===== src/logic/tgsc_pkg.sv =====
`default_nettype none
package tgsc_pkg;
  // ------------------------------------------------------------
  // Timing
  // ------------------------------------------------------------
  localparam int CLK_PERIOD_NS = 10;
  localparam int FIELD_SAMPLE_NS = 1200;
  localparam int FIELD_SAMPLE_CYC = FIELD_SAMPLE_NS / CLK_PERIOD_NS;
  localparam int GATE_MAX_NS = 100;
  localparam int GATE_MAX_CYC = GATE_MAX_NS / CLK_PERIOD_NS;
  localparam real MON_FIELD_US = 16683.4;
  localparam real REC_FRAME_US = 33366.7;
  localparam real LINE_CLK_US = 0.0815;
  // ------------------------------------------------------------
  // Word layout
  // ------------------------------------------------------------
  localparam int WORD_BITS = 72;
  localparam logic [6:0] WORD_BITS_C = 7'h48;
  localparam logic [7:0] CHIP_SELECT = 8'h81;
  localparam int CHIP_LSB = 0;
  localparam int CAT_LSB = 8;
  localparam int SMD_LSB = 16;
  localparam int FRM_LSB = 18;
  localparam int HD_LSB = 26;
  localparam int EXPOSURE_PREP_BIT = 48;
  localparam int DRIVE_BIT = 51;
  localparam int SSG_BIT = 52;
  localparam int WEN_BIT = 53;
  localparam int CLP_BIT = 54;
  localparam int ID_BIT = 55;
  localparam int HMCK_BIT = 56;
  localparam int TMCK_BIT = 57;
  localparam int PIXEL_PHASE_POLARITY_BIT = 58;
  localparam int SP_CLOCK_POLARITY_BIT = 59;
  localparam int GATE_LSB = 60;
  localparam int PWR_LSB = 62;
  localparam int SUM_LSB = 64;
  localparam int PAYLOAD_BITS = 56;
  localparam logic [9:0] HD_SINGLE_LINE = 10'h107;
  localparam logic [7:0] FRM_RESET = 8'h00;
  localparam logic [9:0] HD_RESET = 10'h000;
  localparam logic [8:0] LOCK_RESET = 9'h000;
  localparam logic [6:0] PIN_IDLE = 7'h13;

  typedef enum logic [1:0] {TGSC_SHUT_STOP, TGSC_SHUT_SPEED, TGSC_SHUT_GATED} tgsc_shut_t;
  typedef enum logic [1:0] {TGSC_PWR_NORMAL, TGSC_PWR_SLEEP, TGSC_PWR_STANDBY} tgsc_pwr_t;

  typedef struct packed {
    logic [1:0] shutter_mode;
    logic [7:0] shutter_frames;
    logic [9:0] shutter_lines;
    logic exposure_prep;
    logic drive_mode_select;
    logic write_strobe_off;
    logic black_clamp_on;
    logic line_parity_on;
    logic pixel_phase_on;
    logic sp_clock_off;
    logic pixel_phase_polarity;
    logic sp_clock_polarity;
    logic [1:0] gate_group_select;
  } tgsc_ctrl_t;

  typedef struct packed {
    logic horiz_clock_a;
    logic horiz_clock_b;
    logic reset_gate_pulse;
    logic vert_clock_a;
    logic vert_clock_b;
    logic vert_clock_c;
    logic shutter_pulse;
    logic readout_pulse_a;
    logic readout_pulse_b;
  } tgsc_sensor_t;

  typedef struct packed {
    logic precharge_hold;
    logic data_level_hold;
    logic adc_phase_hold;
    logic blank_clean_pulse;
    logic black_clamp_pulse;
    logic dummy_clamp_pulse;
    logic adc_clock;
  } tgsc_shgrp_t;

  typedef struct packed {
    logic hsync_out;
    logic vsync_out;
    logic write_strobe;
    logic line_parity_pulse;
    logic pixel_phase_pulse;
    logic sp_clock_out;
    logic proc_clock;
  } tgsc_misc_t;

  typedef struct packed {
    tgsc_sensor_t sensor;
    tgsc_shgrp_t shgrp;
    tgsc_misc_t misc;
  } tgsc_pulses_t;
endpackage
`default_nettype wire


===== src/logic/tgsc_serial_control.sv =====
`default_nettype none
// Behaviour
// - Sample hsync a fixed delay after vsync falls; low odd, high even.
// - Gate pin falling forces selected output groups low within 100 ns.
// - Accept a word only when its select byte is 10000001.
// - Checksum pin low: check byte must hold; high: check byte ignored.
// - Nine bytes including check byte sum to zero modulo 256.
// - Category bit 8 routes payload to control or adjustment register.
// - Shutter mode: bit16 zero stopped, 01 speed, 11 readout-gated.
// - Speed mode uses frame and line counts; other modes ignore them.
// - Stopped shutter exposes one field (monitoring) or one frame (recording).
// - Frame count of one or more locks out new words until exposure ends.
// - Frame count unit is a field in monitoring, a frame in recording.
// - Exposure is frames times field (monitoring) or frame (recording) time plus line term times 0.0815 us.
// - Frames 00h, lines 107h: one shutter pulse odd, two even.
// - Readout-gated mode extends exposure while readout pulses are held off.
// - Bit 51 selects monitoring or recording drive, locked to input sync.
// - Shutter pulse always follows the first readout pulse line.
// - Gate-select field picks neither, sensor, hold/converter or both groups.
// - Sensor group and hold/converter group membership as listed.
// - Power field: normal, sleep, standby; acts at strobe rising edge.
// - Sleep and standby hold outputs low; standby also sync and clocks.
// - Bits 52, 54, 55, 56 enable sync, clamp, parity, pixel phase.
// - Bits 53 and 57 disable write strobe and processor clock.
// - Bits 58, 59 set pixel phase and processor clock polarity.
// - Control data takes effect at hsync fall with strobe high; sync, power, adjustment data at strobe.
module tgsc_serial_control (
  // Clock and reset
  input wire logic clock,
  input wire logic rst_n,
  // Serial port
  input wire logic serial_in,
  input wire logic serial_clk,
  input wire logic serial_strobe,
  input wire logic checksum_enable_pin,
  // Sync and gate pins
  input wire logic hsync_in,
  input wire logic vsync_in,
  input wire logic pulse_gate_pin,
  // Raw waveforms from the pulse generator
  input wire tgsc_pkg::tgsc_pulses_t raw_pulses,
  // Gated outputs
  output var tgsc_pkg::tgsc_pulses_t out_pulses,
  // State to the pulse generator
  output var tgsc_pkg::tgsc_ctrl_t ctrl,
  output logic [tgsc_pkg::PAYLOAD_BITS-1:0] adjust_data,
  output logic internal_sync_on,
  output logic [1:0] power_state_select,
  output logic field_even,
  output logic shutter_locked,
  output logic [1:0] shutter_pulses_per_field,
  output logic [7:0] held_readout_fields
);
  import tgsc_pkg::*;

  function automatic logic [7:0] byte_sum(input logic [WORD_BITS-1:0] w);
    logic [7:0] s;
    s = 8'h00;
    for (int i = 0; i < WORD_BITS / 8; i++) begin
      s = s + w[i*8 +: 8];
    end
    return s;
  endfunction

  function automatic logic fell(input logic [1:0] h);
    return h[1] & ~h[0];
  endfunction

  // ------------------------------------------------------------
  // Pin synchronisers
  // ------------------------------------------------------------
  logic [6:0] meta_reg;
  logic [6:0] sync_reg;
  logic [1:0] sclk_h_reg, strobe_h_reg, hs_h_reg, vs_h_reg;

  always_ff @(posedge clock) begin
    if (!rst_n) begin
      meta_reg <= PIN_IDLE;
      sync_reg <= PIN_IDLE;
    end else begin
      meta_reg <= {serial_in, serial_clk, serial_strobe, checksum_enable_pin, hsync_in, vsync_in, pulse_gate_pin};
      sync_reg <= meta_reg;
    end
  end

  logic s_data, s_clk, s_strobe, s_cksum_off, s_hs, s_vs, s_gate;
  assign {s_data, s_clk, s_strobe, s_cksum_off, s_hs, s_vs, s_gate} = sync_reg;

  always_ff @(posedge clock) begin
    if (!rst_n) begin
      sclk_h_reg <= 2'h0;
      strobe_h_reg <= {2{PIN_IDLE[4]}};
      hs_h_reg <= 2'h0;
      vs_h_reg <= {2{PIN_IDLE[1]}};
    end else begin
      sclk_h_reg <= {sclk_h_reg[0], s_clk};
      strobe_h_reg <= {strobe_h_reg[0], s_strobe};
      hs_h_reg <= {hs_h_reg[0], s_hs};
      vs_h_reg <= {vs_h_reg[0], s_vs};
    end
  end

  logic sclk_rise, strobe_rise, hs_fall, vs_fall;
  assign sclk_rise = sclk_h_reg[0] & ~sclk_h_reg[1];
  assign strobe_rise = strobe_h_reg[0] & ~strobe_h_reg[1];
  assign hs_fall = fell(hs_h_reg);
  assign vs_fall = fell(vs_h_reg);

  // ------------------------------------------------------------
  // Shift register and word check
  // ------------------------------------------------------------
  logic [WORD_BITS-1:0] shift_reg;
  logic [6:0] count_reg;

  always_ff @(posedge clock) begin
    if (!rst_n) begin
      shift_reg <= '0;
      count_reg <= 7'h00;
    end else if (strobe_rise) begin
      count_reg <= 7'h00;
    end else if (sclk_rise && !s_strobe) begin
      shift_reg <= {s_data, shift_reg[WORD_BITS-1:1]};
      if (count_reg != 7'h7f) begin
        count_reg <= count_reg + 7'h01;
      end
    end
  end

  logic word_ok, accept, to_ctrl, to_adjust;
  assign word_ok = (count_reg == WORD_BITS_C)
    && (shift_reg[CHIP_LSB +: 8] == CHIP_SELECT)
    && (s_cksum_off || byte_sum(shift_reg) == 8'h00)
    && (shift_reg[CAT_LSB+1 +: 7] == 7'h00);
  assign accept = strobe_rise && word_ok && !shutter_locked;
  assign to_ctrl = accept && !shift_reg[CAT_LSB];
  assign to_adjust = accept && shift_reg[CAT_LSB];

  // ------------------------------------------------------------
  // Control registers
  // ------------------------------------------------------------
  tgsc_ctrl_t ctrl_reg, ctrl_next, pend_reg;
  logic pend_valid_reg;
  logic [PAYLOAD_BITS-1:0] adjust_reg;
  logic ssg_reg;
  logic [1:0] pwr_reg;

  always_comb begin
    ctrl_next.shutter_mode = shift_reg[SMD_LSB +: 2];
    ctrl_next.shutter_frames = shift_reg[FRM_LSB +: 8];
    ctrl_next.shutter_lines = shift_reg[HD_LSB +: 10];
    ctrl_next.exposure_prep = shift_reg[EXPOSURE_PREP_BIT];
    ctrl_next.drive_mode_select = shift_reg[DRIVE_BIT];
    ctrl_next.write_strobe_off = shift_reg[WEN_BIT];
    ctrl_next.black_clamp_on = shift_reg[CLP_BIT];
    ctrl_next.line_parity_on = shift_reg[ID_BIT];
    ctrl_next.pixel_phase_on = shift_reg[HMCK_BIT];
    ctrl_next.sp_clock_off = shift_reg[TMCK_BIT];
    ctrl_next.pixel_phase_polarity = shift_reg[PIXEL_PHASE_POLARITY_BIT];
    ctrl_next.sp_clock_polarity = shift_reg[SP_CLOCK_POLARITY_BIT];
    ctrl_next.gate_group_select = shift_reg[GATE_LSB +: 2];
  end

  // Immediate fields at strobe rise
  always_ff @(posedge clock) begin
    if (!rst_n) begin
      ssg_reg <= 1'b0;
      pwr_reg <= 2'h0;
    end else if (to_ctrl) begin
      ssg_reg <= shift_reg[SSG_BIT];
      pwr_reg <= shift_reg[PWR_LSB +: 2];
    end
  end

  // Remaining fields wait for hsync fall while strobe stays high
  always_ff @(posedge clock) begin
    if (!rst_n) begin
      pend_reg <= '0;
      pend_valid_reg <= 1'b0;
      ctrl_reg <= '0;
    end else if (to_ctrl) begin
      pend_reg <= ctrl_next;
      pend_valid_reg <= 1'b1;
    end else if (pend_valid_reg && hs_fall && s_strobe) begin
      ctrl_reg <= pend_reg;
      pend_valid_reg <= 1'b0;
    end
  end

  always_ff @(posedge clock) begin
    if (!rst_n) begin
      adjust_reg <= '0;
    end else if (to_adjust) begin
      adjust_reg <= shift_reg[WORD_BITS-1:SMD_LSB];
    end
  end

  tgsc_shut_t shut_mode;
  tgsc_pwr_t pwr_mode;
  always_comb begin
    unique case ({ctrl_reg.shutter_mode[1], ctrl_reg.shutter_mode[0]})
      2'b01: shut_mode = TGSC_SHUT_SPEED;
      2'b11: shut_mode = TGSC_SHUT_GATED;
      default: shut_mode = TGSC_SHUT_STOP;
    endcase
    unique case (pwr_reg)
      2'b01: pwr_mode = TGSC_PWR_SLEEP;
      2'b11: pwr_mode = TGSC_PWR_STANDBY;
      default: pwr_mode = TGSC_PWR_NORMAL;
    endcase
  end

  // ------------------------------------------------------------
  // Field identification
  // ------------------------------------------------------------
  logic [7:0] fid_cnt_reg;
  logic field_even_reg;

  always_ff @(posedge clock) begin
    if (!rst_n) begin
      fid_cnt_reg <= 8'h00;
      field_even_reg <= 1'b0;
    end else if (vs_fall) begin
      fid_cnt_reg <= 8'(FIELD_SAMPLE_CYC);
    end else if (fid_cnt_reg != 8'h00) begin
      fid_cnt_reg <= fid_cnt_reg - 8'h01;
      if (fid_cnt_reg == 8'h01) begin
        field_even_reg <= s_hs;
      end
    end
  end

  // ------------------------------------------------------------
  // Shutter exposure
  // ------------------------------------------------------------
  logic [8:0] lock_cnt_reg;
  logic [7:0] held_reg;
  logic ro_seen_reg, force_arm_reg, force_win_reg, ro_prev_reg;
  logic ro_rise;
  assign ro_rise = raw_pulses.sensor.readout_pulse_a & ~ro_prev_reg;

  always_ff @(posedge clock) begin
    if (!rst_n) begin
      lock_cnt_reg <= LOCK_RESET;
    end else if (to_ctrl && ctrl_next.shutter_mode == 2'b01 && ctrl_next.shutter_frames != FRM_RESET) begin
      // Frame unit is one field in monitoring, two in recording
      lock_cnt_reg <= ctrl_next.drive_mode_select ? {ctrl_next.shutter_frames, 1'b0}
                                                  : {1'b0, ctrl_next.shutter_frames};
    end else if (vs_fall && lock_cnt_reg != LOCK_RESET) begin
      lock_cnt_reg <= lock_cnt_reg - 9'h001;
    end
  end

  // Readout-gated mode: fields with readout held off extend exposure
  always_ff @(posedge clock) begin
    if (!rst_n) begin
      held_reg <= 8'h00;
      ro_prev_reg <= 1'b0;
      ro_seen_reg <= 1'b0;
      force_arm_reg <= 1'b0;
      force_win_reg <= 1'b0;
    end else begin
      ro_prev_reg <= raw_pulses.sensor.readout_pulse_a;
      if (ro_rise) begin
        held_reg <= 8'h00;
      end else if (vs_fall && shut_mode == TGSC_SHUT_GATED && held_reg != 8'hff) begin
        held_reg <= held_reg + 8'h01;
      end
      if (vs_fall) begin
        ro_seen_reg <= 1'b0;
      end else if (ro_rise && !ro_seen_reg) begin
        ro_seen_reg <= 1'b1;
        force_arm_reg <= 1'b1;
      end
      if (hs_fall) begin
        force_win_reg <= force_arm_reg;
        if (force_arm_reg) begin
          force_arm_reg <= 1'b0;
        end
      end
    end
  end

  logic shutter_gate;
  assign shutter_gate = (shut_mode != TGSC_SHUT_STOP) || force_win_reg;

  // ------------------------------------------------------------
  // Output gating
  // ------------------------------------------------------------
  tgsc_pulses_t out_reg;
  logic kill_sensor, kill_shgrp, standby;
  assign standby = pwr_mode == TGSC_PWR_STANDBY;
  assign kill_sensor = (!s_gate && ctrl_reg.gate_group_select[0]) || pwr_mode != TGSC_PWR_NORMAL;
  assign kill_shgrp = (!s_gate && ctrl_reg.gate_group_select[1]) || pwr_mode != TGSC_PWR_NORMAL;

  always_ff @(posedge clock) begin
    if (!rst_n) begin
      out_reg <= '0;
    end else begin
      out_reg.sensor <= kill_sensor ? '0 : raw_pulses.sensor;
      out_reg.sensor.shutter_pulse <= !kill_sensor && raw_pulses.sensor.shutter_pulse && shutter_gate;
      out_reg.shgrp <= kill_shgrp ? '0 : raw_pulses.shgrp;
      out_reg.shgrp.black_clamp_pulse <= !kill_shgrp && raw_pulses.shgrp.black_clamp_pulse
                                         && ctrl_reg.black_clamp_on;
      out_reg.misc.hsync_out <= !standby && raw_pulses.misc.hsync_out;
      out_reg.misc.vsync_out <= !standby && raw_pulses.misc.vsync_out;
      out_reg.misc.proc_clock <= !standby && raw_pulses.misc.proc_clock;
      out_reg.misc.sp_clock_out <= !standby && !ctrl_reg.sp_clock_off
                                   && (raw_pulses.misc.sp_clock_out ^ !ctrl_reg.sp_clock_polarity);
      out_reg.misc.write_strobe <= pwr_mode == TGSC_PWR_NORMAL && !ctrl_reg.write_strobe_off
                                   && raw_pulses.misc.write_strobe;
      out_reg.misc.line_parity_pulse <= pwr_mode == TGSC_PWR_NORMAL && ctrl_reg.line_parity_on
                                        && raw_pulses.misc.line_parity_pulse;
      out_reg.misc.pixel_phase_pulse <= pwr_mode == TGSC_PWR_NORMAL && ctrl_reg.pixel_phase_on
                                        && (raw_pulses.misc.pixel_phase_pulse ^ ctrl_reg.pixel_phase_polarity);
    end
  end

  // Frames 00h with line count 107h: one pulse odd, two even
  assign shutter_pulses_per_field = (shut_mode == TGSC_SHUT_SPEED && ctrl_reg.shutter_frames == FRM_RESET
                                     && ctrl_reg.shutter_lines == HD_SINGLE_LINE)
                                    ? (field_even_reg ? 2'h2 : 2'h1) : 2'h0;

  assign out_pulses = out_reg;
  assign ctrl = ctrl_reg;
  assign adjust_data = adjust_reg;
  assign internal_sync_on = ssg_reg;
  assign power_state_select = pwr_reg;
  assign field_even = field_even_reg;
  assign shutter_locked = lock_cnt_reg != LOCK_RESET;
  assign held_readout_fields = held_reg;
endmodule
`default_nettype wire


===== config.mk =====
export PLATFORM = sky130hd
export DESIGN_NAME = tgsc_serial_control
export DESIGN_NICKNAME = d
export VERILOG_FILES = /design/src/logic/tgsc_pkg.sv /design/src/logic/tgsc_serial_control.sv
export SDC_FILE = /design/constraint.sdc
export NUM_CORES = 1
export LEC_CHECK = 0
export ABC_CLOCK_PERIOD_IN_PS = 5700
export BUFFER_PORTS_ARGS = -buffer_cell sky130_fd_sc_hd__buf_2
export CAP_MARGIN = 20
export CORE_ASPECT_RATIO = 0.6
export CORE_MARGIN = 10
export CORE_UTILIZATION = 57
export CTS_CLUSTER_DIAMETER = 50
export DETAILED_ROUTE_END_ITERATION = 6
export GPL_TIMING_DRIVEN = 0
export PLACE_DENSITY = 0.79
export SLEW_MARGIN = 10
export SYNTH_ARGS = -nofsm -noshare
export SYNTH_HDL_FRONTEND = slang
export SYNTH_SLANG_ARGS = --single-unit

===== constraint.sdc =====
create_clock -name clock -period 5.7 [get_ports clock]
set_input_delay 0.57 -clock clock [delete_from_list [all_inputs] [get_ports clock]]
set_output_delay 0.57 -clock clock [all_outputs]
set_load 0.05 [all_outputs]

# Yosys cells after proc, flatten, opt, wreduce, memory -nomap -nowiden

Cells that the tools add are included.

Flip-flop bits (word level): 276
Input bits: 32
Word-level logic and storage cells: 198
Output and inout bits: 125

Eq/ne operators: 14
Mux-type cells: 15
$add $sub $neg: 12
Bitwise gates (word level): 16
Reduce and logical (&&, ||, !) cells: 71

Operators by type and width:

| kind                  | number |
|---|---|
| $add A8 B8 Y8         | 8 |
| $logic_and A1 B1 Y1   | 35 |
| $mux W9               | 3 |
| $logic_not A8 Y1      | 2 |
| $reduce_bool A8 Y1    | 2 |
| $mux W7               | 2 |
| $logic_not A1 Y1      | 11 |
| $eq A10 B9 Y1 const B | 1 |
| $reduce_bool A2 Y1    | 5 |
| $reduce_or A2 Y1      | 5 |
| $not A1 Y1            | 9 |
| $reduce_bool A9 Y1    | 1 |
| $sub A9 B1 Y9 const B | 1 |
| $add A8 B1 Y8 const B | 1 |
| $eq A2 B1 Y1 const B  | 4 |
| $eq A2 B2 Y1 const B  | 4 |
| $eq A8 B1 Y1 const B  | 1 |
| $eq A8 B8 Y1 const B  | 1 |
| $ne A8 B8 Y1 const B  | 1 |
| $pmux W2 S2           | 2 |
| $sub A8 B1 Y8 const B | 1 |
| $add A7 B1 Y7 const B | 1 |
| $eq A7 B7 Y1 const B  | 1 |
| $logic_not A7 Y1      | 1 |
| other kinds (9)       | 25 |

# Depth between registers and ports, before layout

Gate-level depths: netlist (run 1).

Word-level depth: 18
Depth in mapped cells: 21
Mapped depth without buffers: 19

# Worst setup path before layout (run 1)

Ideal clock, no wire load.

Path kind: reg2reg
From: register shift_reg[2]
To: register lock_cnt_reg[8]
Setup time: 0.070 ns
Path slack: 1.145 ns
Clock period less this slack: 4.555 ns
Data arrival time: 4.485 ns
Path buffers: 2
Stages on the path, launching flop included: 20
Cell sequence: dfxtp_1 > fa_1 > inv_1 > fa_1 > fa_1 > fa_1 > inv_1 > ha_1 > inv_1 > fa_1 > nor2b_1 > or4_1 > a21oi_1 > o2111ai_1 > mux2i_1 > nand2b_1 > buf_6 > buf_6 > nand4_1 > a21oi_1

Longest elaborated chain between the ends: 18

RTL lines:

| what                                          | RTL line                   | source |
|---|---|---|
| from (decl)                                   | tgsc_serial_control.sv:112 | `logic [WORD_BITS-1:0] shift_reg;` |
| from (signal assigned)                        | tgsc_serial_control.sv:122 | `shift_reg <= {s_data, shift_reg[WORD_BITS-1:1]};` |
| $add A8 B8 Y8 (8 in a row)                    | tgsc_serial_control.sv:60  | `s = s + w[i*8 +: 8];` |
| $logic_not A8 Y1                              | tgsc_serial_control.sv:132 | `&& (s_cksum_off \|\| byte_sum(shift_reg) == 8'h00)` |
| $logic_or A1 B1 Y1                            | tgsc_serial_control.sv:132 |  |
| $logic_and A1 B1 Y1 *                         | tgsc_serial_control.sv:132 |  |
| $logic_and A1 B1 Y1 *                         | tgsc_serial_control.sv:133 | `&& (shift_reg[CAT_LSB+1 +: 7] == 7'h00);` |
| $logic_and A1 B1 Y1 * (2 in a row)            | tgsc_serial_control.sv:134 | `assign accept = strobe_rise && word_ok && !shutter_locked;` |
| $logic_and A1 B1 Y1 *                         | tgsc_serial_control.sv:135 | `assign to_ctrl = accept && !shift_reg[CAT_LSB];` |
| $logic_and A1 B1 Y1 * (2 in a row)            | tgsc_serial_control.sv:244 | `end else if (to_ctrl && ctrl_next.shutter_mode == 2'b01 && ctrl_next.shutter_frames != FRM_RESET) begin` |
| $mux W9 or $reduce_bool A2 Y1 (tied branches) | --                         |  |
| to (signal assigned)                          | tgsc_serial_control.sv:246 | `lock_cnt_reg <= ctrl_next.drive_mode_select ? {ctrl_next.shutter_frames, 1'b0}` |
| to (signal assigned)                          | tgsc_serial_control.sv:249 | `lock_cnt_reg <= lock_cnt_reg - 9'h001;` |
| to (decl)                                     | tgsc_serial_control.sv:235 | `logic [8:0] lock_cnt_reg;` |

Mark *: on every way between the ends. The rest lies on a longest branch, timed or not.
A chain may end at the register's enable or synchronous reset.

# Worst setup path in the final report (run 1)

From: register shift_reg[20]
To: register lock_cnt_reg[8]

Longest elaborated chain between the ends: 17

RTL lines:

| what                                          | RTL line |
|---|---|
| $add A8 B8 Y8 (7 in a row)                    | tgsc_serial_control.sv:60 |
| $logic_not A8 Y1                              | tgsc_serial_control.sv:132 |
| $logic_or A1 B1 Y1                            | tgsc_serial_control.sv:132 |
| $logic_and A1 B1 Y1                           | tgsc_serial_control.sv:132 |
| $logic_and A1 B1 Y1                           | tgsc_serial_control.sv:133 |
| $logic_and A1 B1 Y1 (2 in a row)              | tgsc_serial_control.sv:134 |
| $logic_and A1 B1 Y1                           | tgsc_serial_control.sv:135 |
| $logic_and A1 B1 Y1                           | tgsc_serial_control.sv:244 |
| $logic_and A1 B1 Y1 *                         | tgsc_serial_control.sv:244 |
| $mux W9 or $reduce_bool A2 Y1 (tied branches) | -- |

Marked as above.

==> run metrics, run 1 <==
crit path time final 5.44 ns; maximum clock rate 0.184 GHz; critical path class register to register; final setup fails 0; Rows 40; All-Layer GR Usage 23.9%; most frequent cells in the layout dfxtp_1, nand2_1, a21oi_1; # fillers 1599; CP arrival 5.90 ns; CTS tree done; register area 5530 um^2; Core Region 20000 um^2; Synth Flop Type dfxtp_1; Synth top area share 47.9%; H-tree levels 1; Static Leak 5.70 nW; worst IR drop on VDD 0.000287 V; worst-case clock buffer depth 3; mux share of post-synthesis cell area 6.07%; multi-input logic area 5430 um^2; WL final 32600 um; clock root cell clkbuf_16; slowest stage delay, CP 0.56 ns; post-detail-place hpwl 24700 um; Setup crit end kind register; Die Height 130 um; Slew HR 45.9%; register bit total from synthesis 276; RSZ-0062 raised after global routing false; largest family of logic cells by synthesized area simple AND/OR/NAND/NOR gates; initial antenna violation count 1; flip-flop count of the largest register after layout 72; Least-Margin Pin Slew 0.812 ns; Mapped Area 11500 um^2; met1 usage 34.7%; Synth Net Count 1356; setup bufs post-CTS 0; min-delay src vsync_in; xor-xnor portion of the synthesized cell area 2.96%; RR Endpoint lock_cnt_reg[8]; GP Congestion 0.925; Area Overhead vs Synth 16.8%; Worst Setup SP shift_reg[20]; gr busiest metal met1; Worst path slowest cell dfxtp_1; post-cts hold buffer count 0; Worst Hold Class primary input to register; clk slew on worst S/H paths 0.07 ns; Worst Path Max Fanout 10; complex-gate fraction of the synthesized area 10.0%; asr flop ratio synth 0%; initial core utilization 57.8%; synthesized area per cell 9.12 um^2; Cell Chain, Critical Path fa_1, inv_1, fa_1, fa_1, fa_1, inv_1, ha_1, and3_1, o211ai_1, nor4b_1, o2111ai_1, mux2i_1, nand2b_1, buf_6, buf_6, nand4_1, a21oi_1; I/O pin count 157; number of clock sinks 276; Post-Synth Adder-Cell Area 9.33%; vias per inst 5.53; Clock Skew 0.0105 ns; die area 26500 um^2; nets 1539; Hold Path End meta_reg[1]; final slew viol count 0; GR Util met2 34.5%; largest net degree at the start of global routing 16; via count 9615; violation count after the first detailed-route iteration 1024; most common cell after layout, fill and taps aside dfxtp_1; outcome completed; part of the cycle the worst path needs 95.5%; max capacitance violation total 0; PortBufs 156; Routed Antenna Nets 0; Total Neg Setup Slack 0 ns; Yosys cell types 51; Simple-Gate Fraction of Synth Area 18.6%; Crit Reg-Reg Startpoint shift_reg[20]; routing usage on met3 6.73%; post-DR wirelength/cell 18.8 um; required time of the critical path 6.15 ns; Hold Fails Final Rpt 0; R2R cell count 17; Top cell by count, worst path fa_1; DRC Markers 0; Power Density 290 nW/um^2; cts bufs inserted 25; global-route wire length before repair 50200 um; Clock Latency Late Sink 0.53 ns; number of global-route vias before repair 9106; layout cells sized above 1 15.7%; cts repair resizes 0; hold path depth 2; register area share after synthesis 47.9%; worst reg-to-reg setup slack 0.26 ns; Post-Synthesis Cells 1265; number of synthesized flops with an enable pin 0; Die W 204 um; synth warn 0; Fin Hold WS 0.231 ns; critical path startpoint category register; TritonRoute pass-1 iters 6; top cells by area, synth dfxtp_1, fa_1, nand2_1; Overflow after GRT 0; Yosys top cell by area dfxtp_1
## critical path, delay by kind of cell (launching register included)
kind,cells,cell delay (ns)
simple gates,4,0.93
mux,1,0.33
buf+inv,4,0.51
flops,1,0.56
compound gates,3,0.72
fa+ha+maj,5,2.32
## synthesized netlist by cell type, types with 7 or more instances
cell	count
dfxtp_1	276
nand2_1	231
a21oi_1	164
nor2_1	80
inv_1	61
mux2i_1	61
clkbuf_1	51
fa_1	45
nand3_1	44
and2_1	31
o21ai_0	28
xnor2_1	23
nand2b_1	17
xor2_1	16
ha_1	14
nor4_1	11
nand4_1	9
o21ai_1	9
and3_1	8
mux2_2	8
nor3_1	8
or3_1	8
buf_2	7
buf_6	7
## worst max path at each step
stage / slack, ns / depth (start not counted) / endpoint
global placement: 0.48 / 19 / lock_cnt_reg[8]
floorplan: 1.14 / 19 / lock_cnt_reg[8]
detailed placement: 0.37 / 17 / lock_cnt_reg[8]
finish: 0.26 / 17 / lock_cnt_reg[8]
CTS: 0.33 / 17 / lock_cnt_reg[8]
global route: 0.07 / 18 / lock_cnt_reg[8]
## area by class of cell
class | instances | share of cell area (%)
antenna | 1 | 0.0186
buffer | 73 | 2.65
clock buffer | 35 | 5.44
clock inverter | 9 | 0.604
inverter | 61 | 1.70
multi-input combinational | 855 | 40.3
sequential | 276 | 41.0
tap | 273 | 2.53
timing repair buffer | 156 | 5.79
## cells by family (layout without fill, tap and decap cells)
group | count (synthesis) | after routing
mux | 69 | 69
fa+ha+maj | 59 | 59
other cells | 0 | 1
compound gates | 219 | 219
buf+inv | 134 | 334
simple gates | 469 | 469
flops | 276 | 276
xor+xnor | 39 | 39
## per-stage QoR
step                setup slack (ns)  util, %  total power (W)  cell area [um^2]  instances
finish                         0.259     67.5          0.00391             13500       1739
global placement               0.475     63.4          0.00225             12700       1694
detailed placement             0.369     63.4          0.00227             12700       1694
global route                  0.0696     67.5          0.00404             13500       1739
CTS                            0.330     67.5          0.00391             13500       1738
floorplan                       1.14        -          0.00220             11500       1265
## routing by layer
layer  vias up  wire (um)  share of wire (%)
met1      4590      14700                 45
met5         -          0                  0
met2       435      13800                 42
li1       4549          -                  -
met4         0        549                1.7
met3        41       3540                 11
## where the power goes
group          switching (W)  total (W)  internal [W]
Combinational       0.000155   0.000239     0.0000842
Sequential         0.0000232    0.00199       0.00196
Clock               0.000737    0.00168      0.000942
(Power assumes the default switching activity.)
==> inputs of run 2 (changes only) <==
- CORE_UTILIZATION: 57 -> 49
- PLACE_DENSITY: 0.79 -> 0.7
- SKIP_CTS_REPAIR_TIMING: default -> 1
==> run metrics, run 2 (synthesized netlist as in run 1, its figures left out) <==
multi-input logic area 5430 um^2 (unchanged); violation count after the first detailed-route iteration 808 (-21%); layout cells sized above 1 15.9% (+0.23 points); antenna cells 0 (-1); Least-Margin Pin Slew 0.815 ns (+0.00324 ns); Internal Power 0.00304 W (+1.6%); All-Layer GR Usage 21.6% (-2.3 points); I/O pin count 157 (unchanged); vias per inst 5.35 (-3.2%); global-route wire length before repair 52200 um (+4.0%); metal2 WL 13800 um (about the same); Rows 43 (+7.5%); Worst Hold Class primary input to register; Total Neg Setup Slack 0 ns (unchanged); Core Util, Final 58.7% (-8.8 points); crit path time final 5.37 ns (-0.0734 ns); maximum clock rate 0.186 GHz (+1.4%); flip-flop count of the largest register after layout 72 (unchanged); CTS tree done; initial antenna violation count 0 (-1); die area 30300 um^2 (+14%); most frequent cells in the layout dfxtp_1, nand2_1, a21oi_1; post-DR wirelength/cell 18.7 um (-0.48%); clk slew on worst S/H paths 0.07 ns (about the same); number of clock sinks 276 (unchanged); outcome completed; Clock Skew 0.0266 ns (+0.0160 ns); max capacitance violation total 0 (unchanged); part of the cycle the worst path needs 94.2% (-1.3 points); # fillers 2084 (+30%); initial core utilization 49.9% (-7.9 points); PortBufs 156 (unchanged); clock root cell clkbuf_16; final slew viol count 0 (unchanged); Die Height 139 um (+6.6%); H-tree levels 1 (unchanged); most common cell after layout, fill and taps aside dfxtp_1; nets 1541 (+0.13%); WL final 33300 um (+2.1%); number of global-route vias before repair 9023 (-0.91%); Routed Antenna Nets 0 (unchanged); DRC Markers 0 (unchanged); CP arrival 5.84 ns (-0.06 ns); met3 WL 3450 um (-2.6%); worst-case clock buffer depth 3 (unchanged); Net Sw Power 0.000957 W (+4.6%); final setup fails 0 (unchanged); Setup crit end kind register; highest metal used met4; cts bufs inserted 27 (+8.0%); Sequential Power Share 49.7% (-1.2 points); Static Leak 5.74 nW (+0.65%); metal1 wirelength 15700 um (+6.3%); Clock Latency Late Sink 0.55 ns (+0.02 ns); register area 5530 um^2 (about the same); critical path startpoint category register; Fin Hold WS 0.208 ns (-0.0230 ns); TritonRoute pass-1 iters 5 (-1); sw frac 24.0% (+0.52 points); required time of the critical path 6.17 ns (+0.02 ns); largest net degree at the start of global routing 16 (unchanged); Logic pwr share 6.0% (about the same); Clock power frac 44.3% (+1.3 points); Worst Path Max Fanout 10 (unchanged); post-detail-place hpwl 25500 um (+3.2%); critical path class register to register; Hold Fails Final Rpt 0 (unchanged); Slew HR 45.3% (-0.54 points); RSZ-0062 raised after global routing false; Overflow after GRT 0 (unchanged); Area Overhead vs Synth 17.7%; Power Density 294 nW/um^2 (+1.5%); via count 9547 (-0.71%); GP Congestion 0.921 (-0.41%); Core Region 23100 um^2 (+16%); Die W 218 um (+7.1%); worst IR drop on VDD 0.000245 V (-15%)
[run 2: power groups by stage]
stage	clock network, W	logic [W]	registers [W]
floorplan	0	0.000147	0.00205
global placement	0	0.000227	0.00203
detailed placement	0	0.000235	0.00203
CTS	0.00178	0.000237	0.00199
global route	0.00187	0.000267	0.00199
finish	0.00177	0.000238	0.00199
[run 2: metrics by stage]
stage,setup slack [ns],area (um^2),power [W],cells
finish,0.332,13600,0.00399,1784
CTS,0.356,13600,0.00401,1784
detailed placement,0.424,12700,0.00226,1736
floorplan,1.14,11500,0.00220,1265
global placement,0.507,12700,0.00225,1736
global route,0.0248,13600,0.00412,1784
[run 2: routing by layer]
layer | up-vias | track usage [%]
li1 | 4553 | -
met1 | 4621 | 31.9
met2 | 342 | 30.6
met3 | 31 | 6.43
met4 | 0 | 3.20
met5 | - | 0
[run 2: layout make-up]
cell class / count / share of cell area (%)
timing repair buffer: 156 / 5.75
buffer: 73 / 2.63
multi-input combinational: 855 / 40.0
clock buffer: 37 / 5.62
sequential: 276 / 40.7
clock inverter: 11 / 0.756
tap: 315 / 2.90
inverter: 61 / 1.69
[run 2: worst max-delay path, stage by stage, from the launching register on]
cell and delay [ns]:
dfxtp_1 0.57, fa_1 0.49, inv_1 0.16, fa_1 0.44, fa_1 0.53, fa_1 0.57, inv_1 0.05, ha_1 0.37
or4_1 0.52, a21oi_1 0.26, o2111ai_1 0.14, mux2i_1 0.30, nand2b_1 0.22, buf_6 0.18, buf_6 0.16, nand4_1 0.12
a21oi_1 0.20
[run 2: worst paths after layout]
| kind | from | end | slack, ns | cells past startpoint |
|---|---|---|---|---|
| hold / removal | serial_strobe | meta_reg[4] | 0.21 | 2 |
| setup reg to reg | shift_reg[22] | lock_cnt_reg[8] | 0.33 | 16 |
| setup / recovery | shift_reg[22] | lock_cnt_reg[8] | 0.33 | 16 |
| hold reg to reg | meta_reg[1] | sync_reg[1] | 0.41 | 1 |
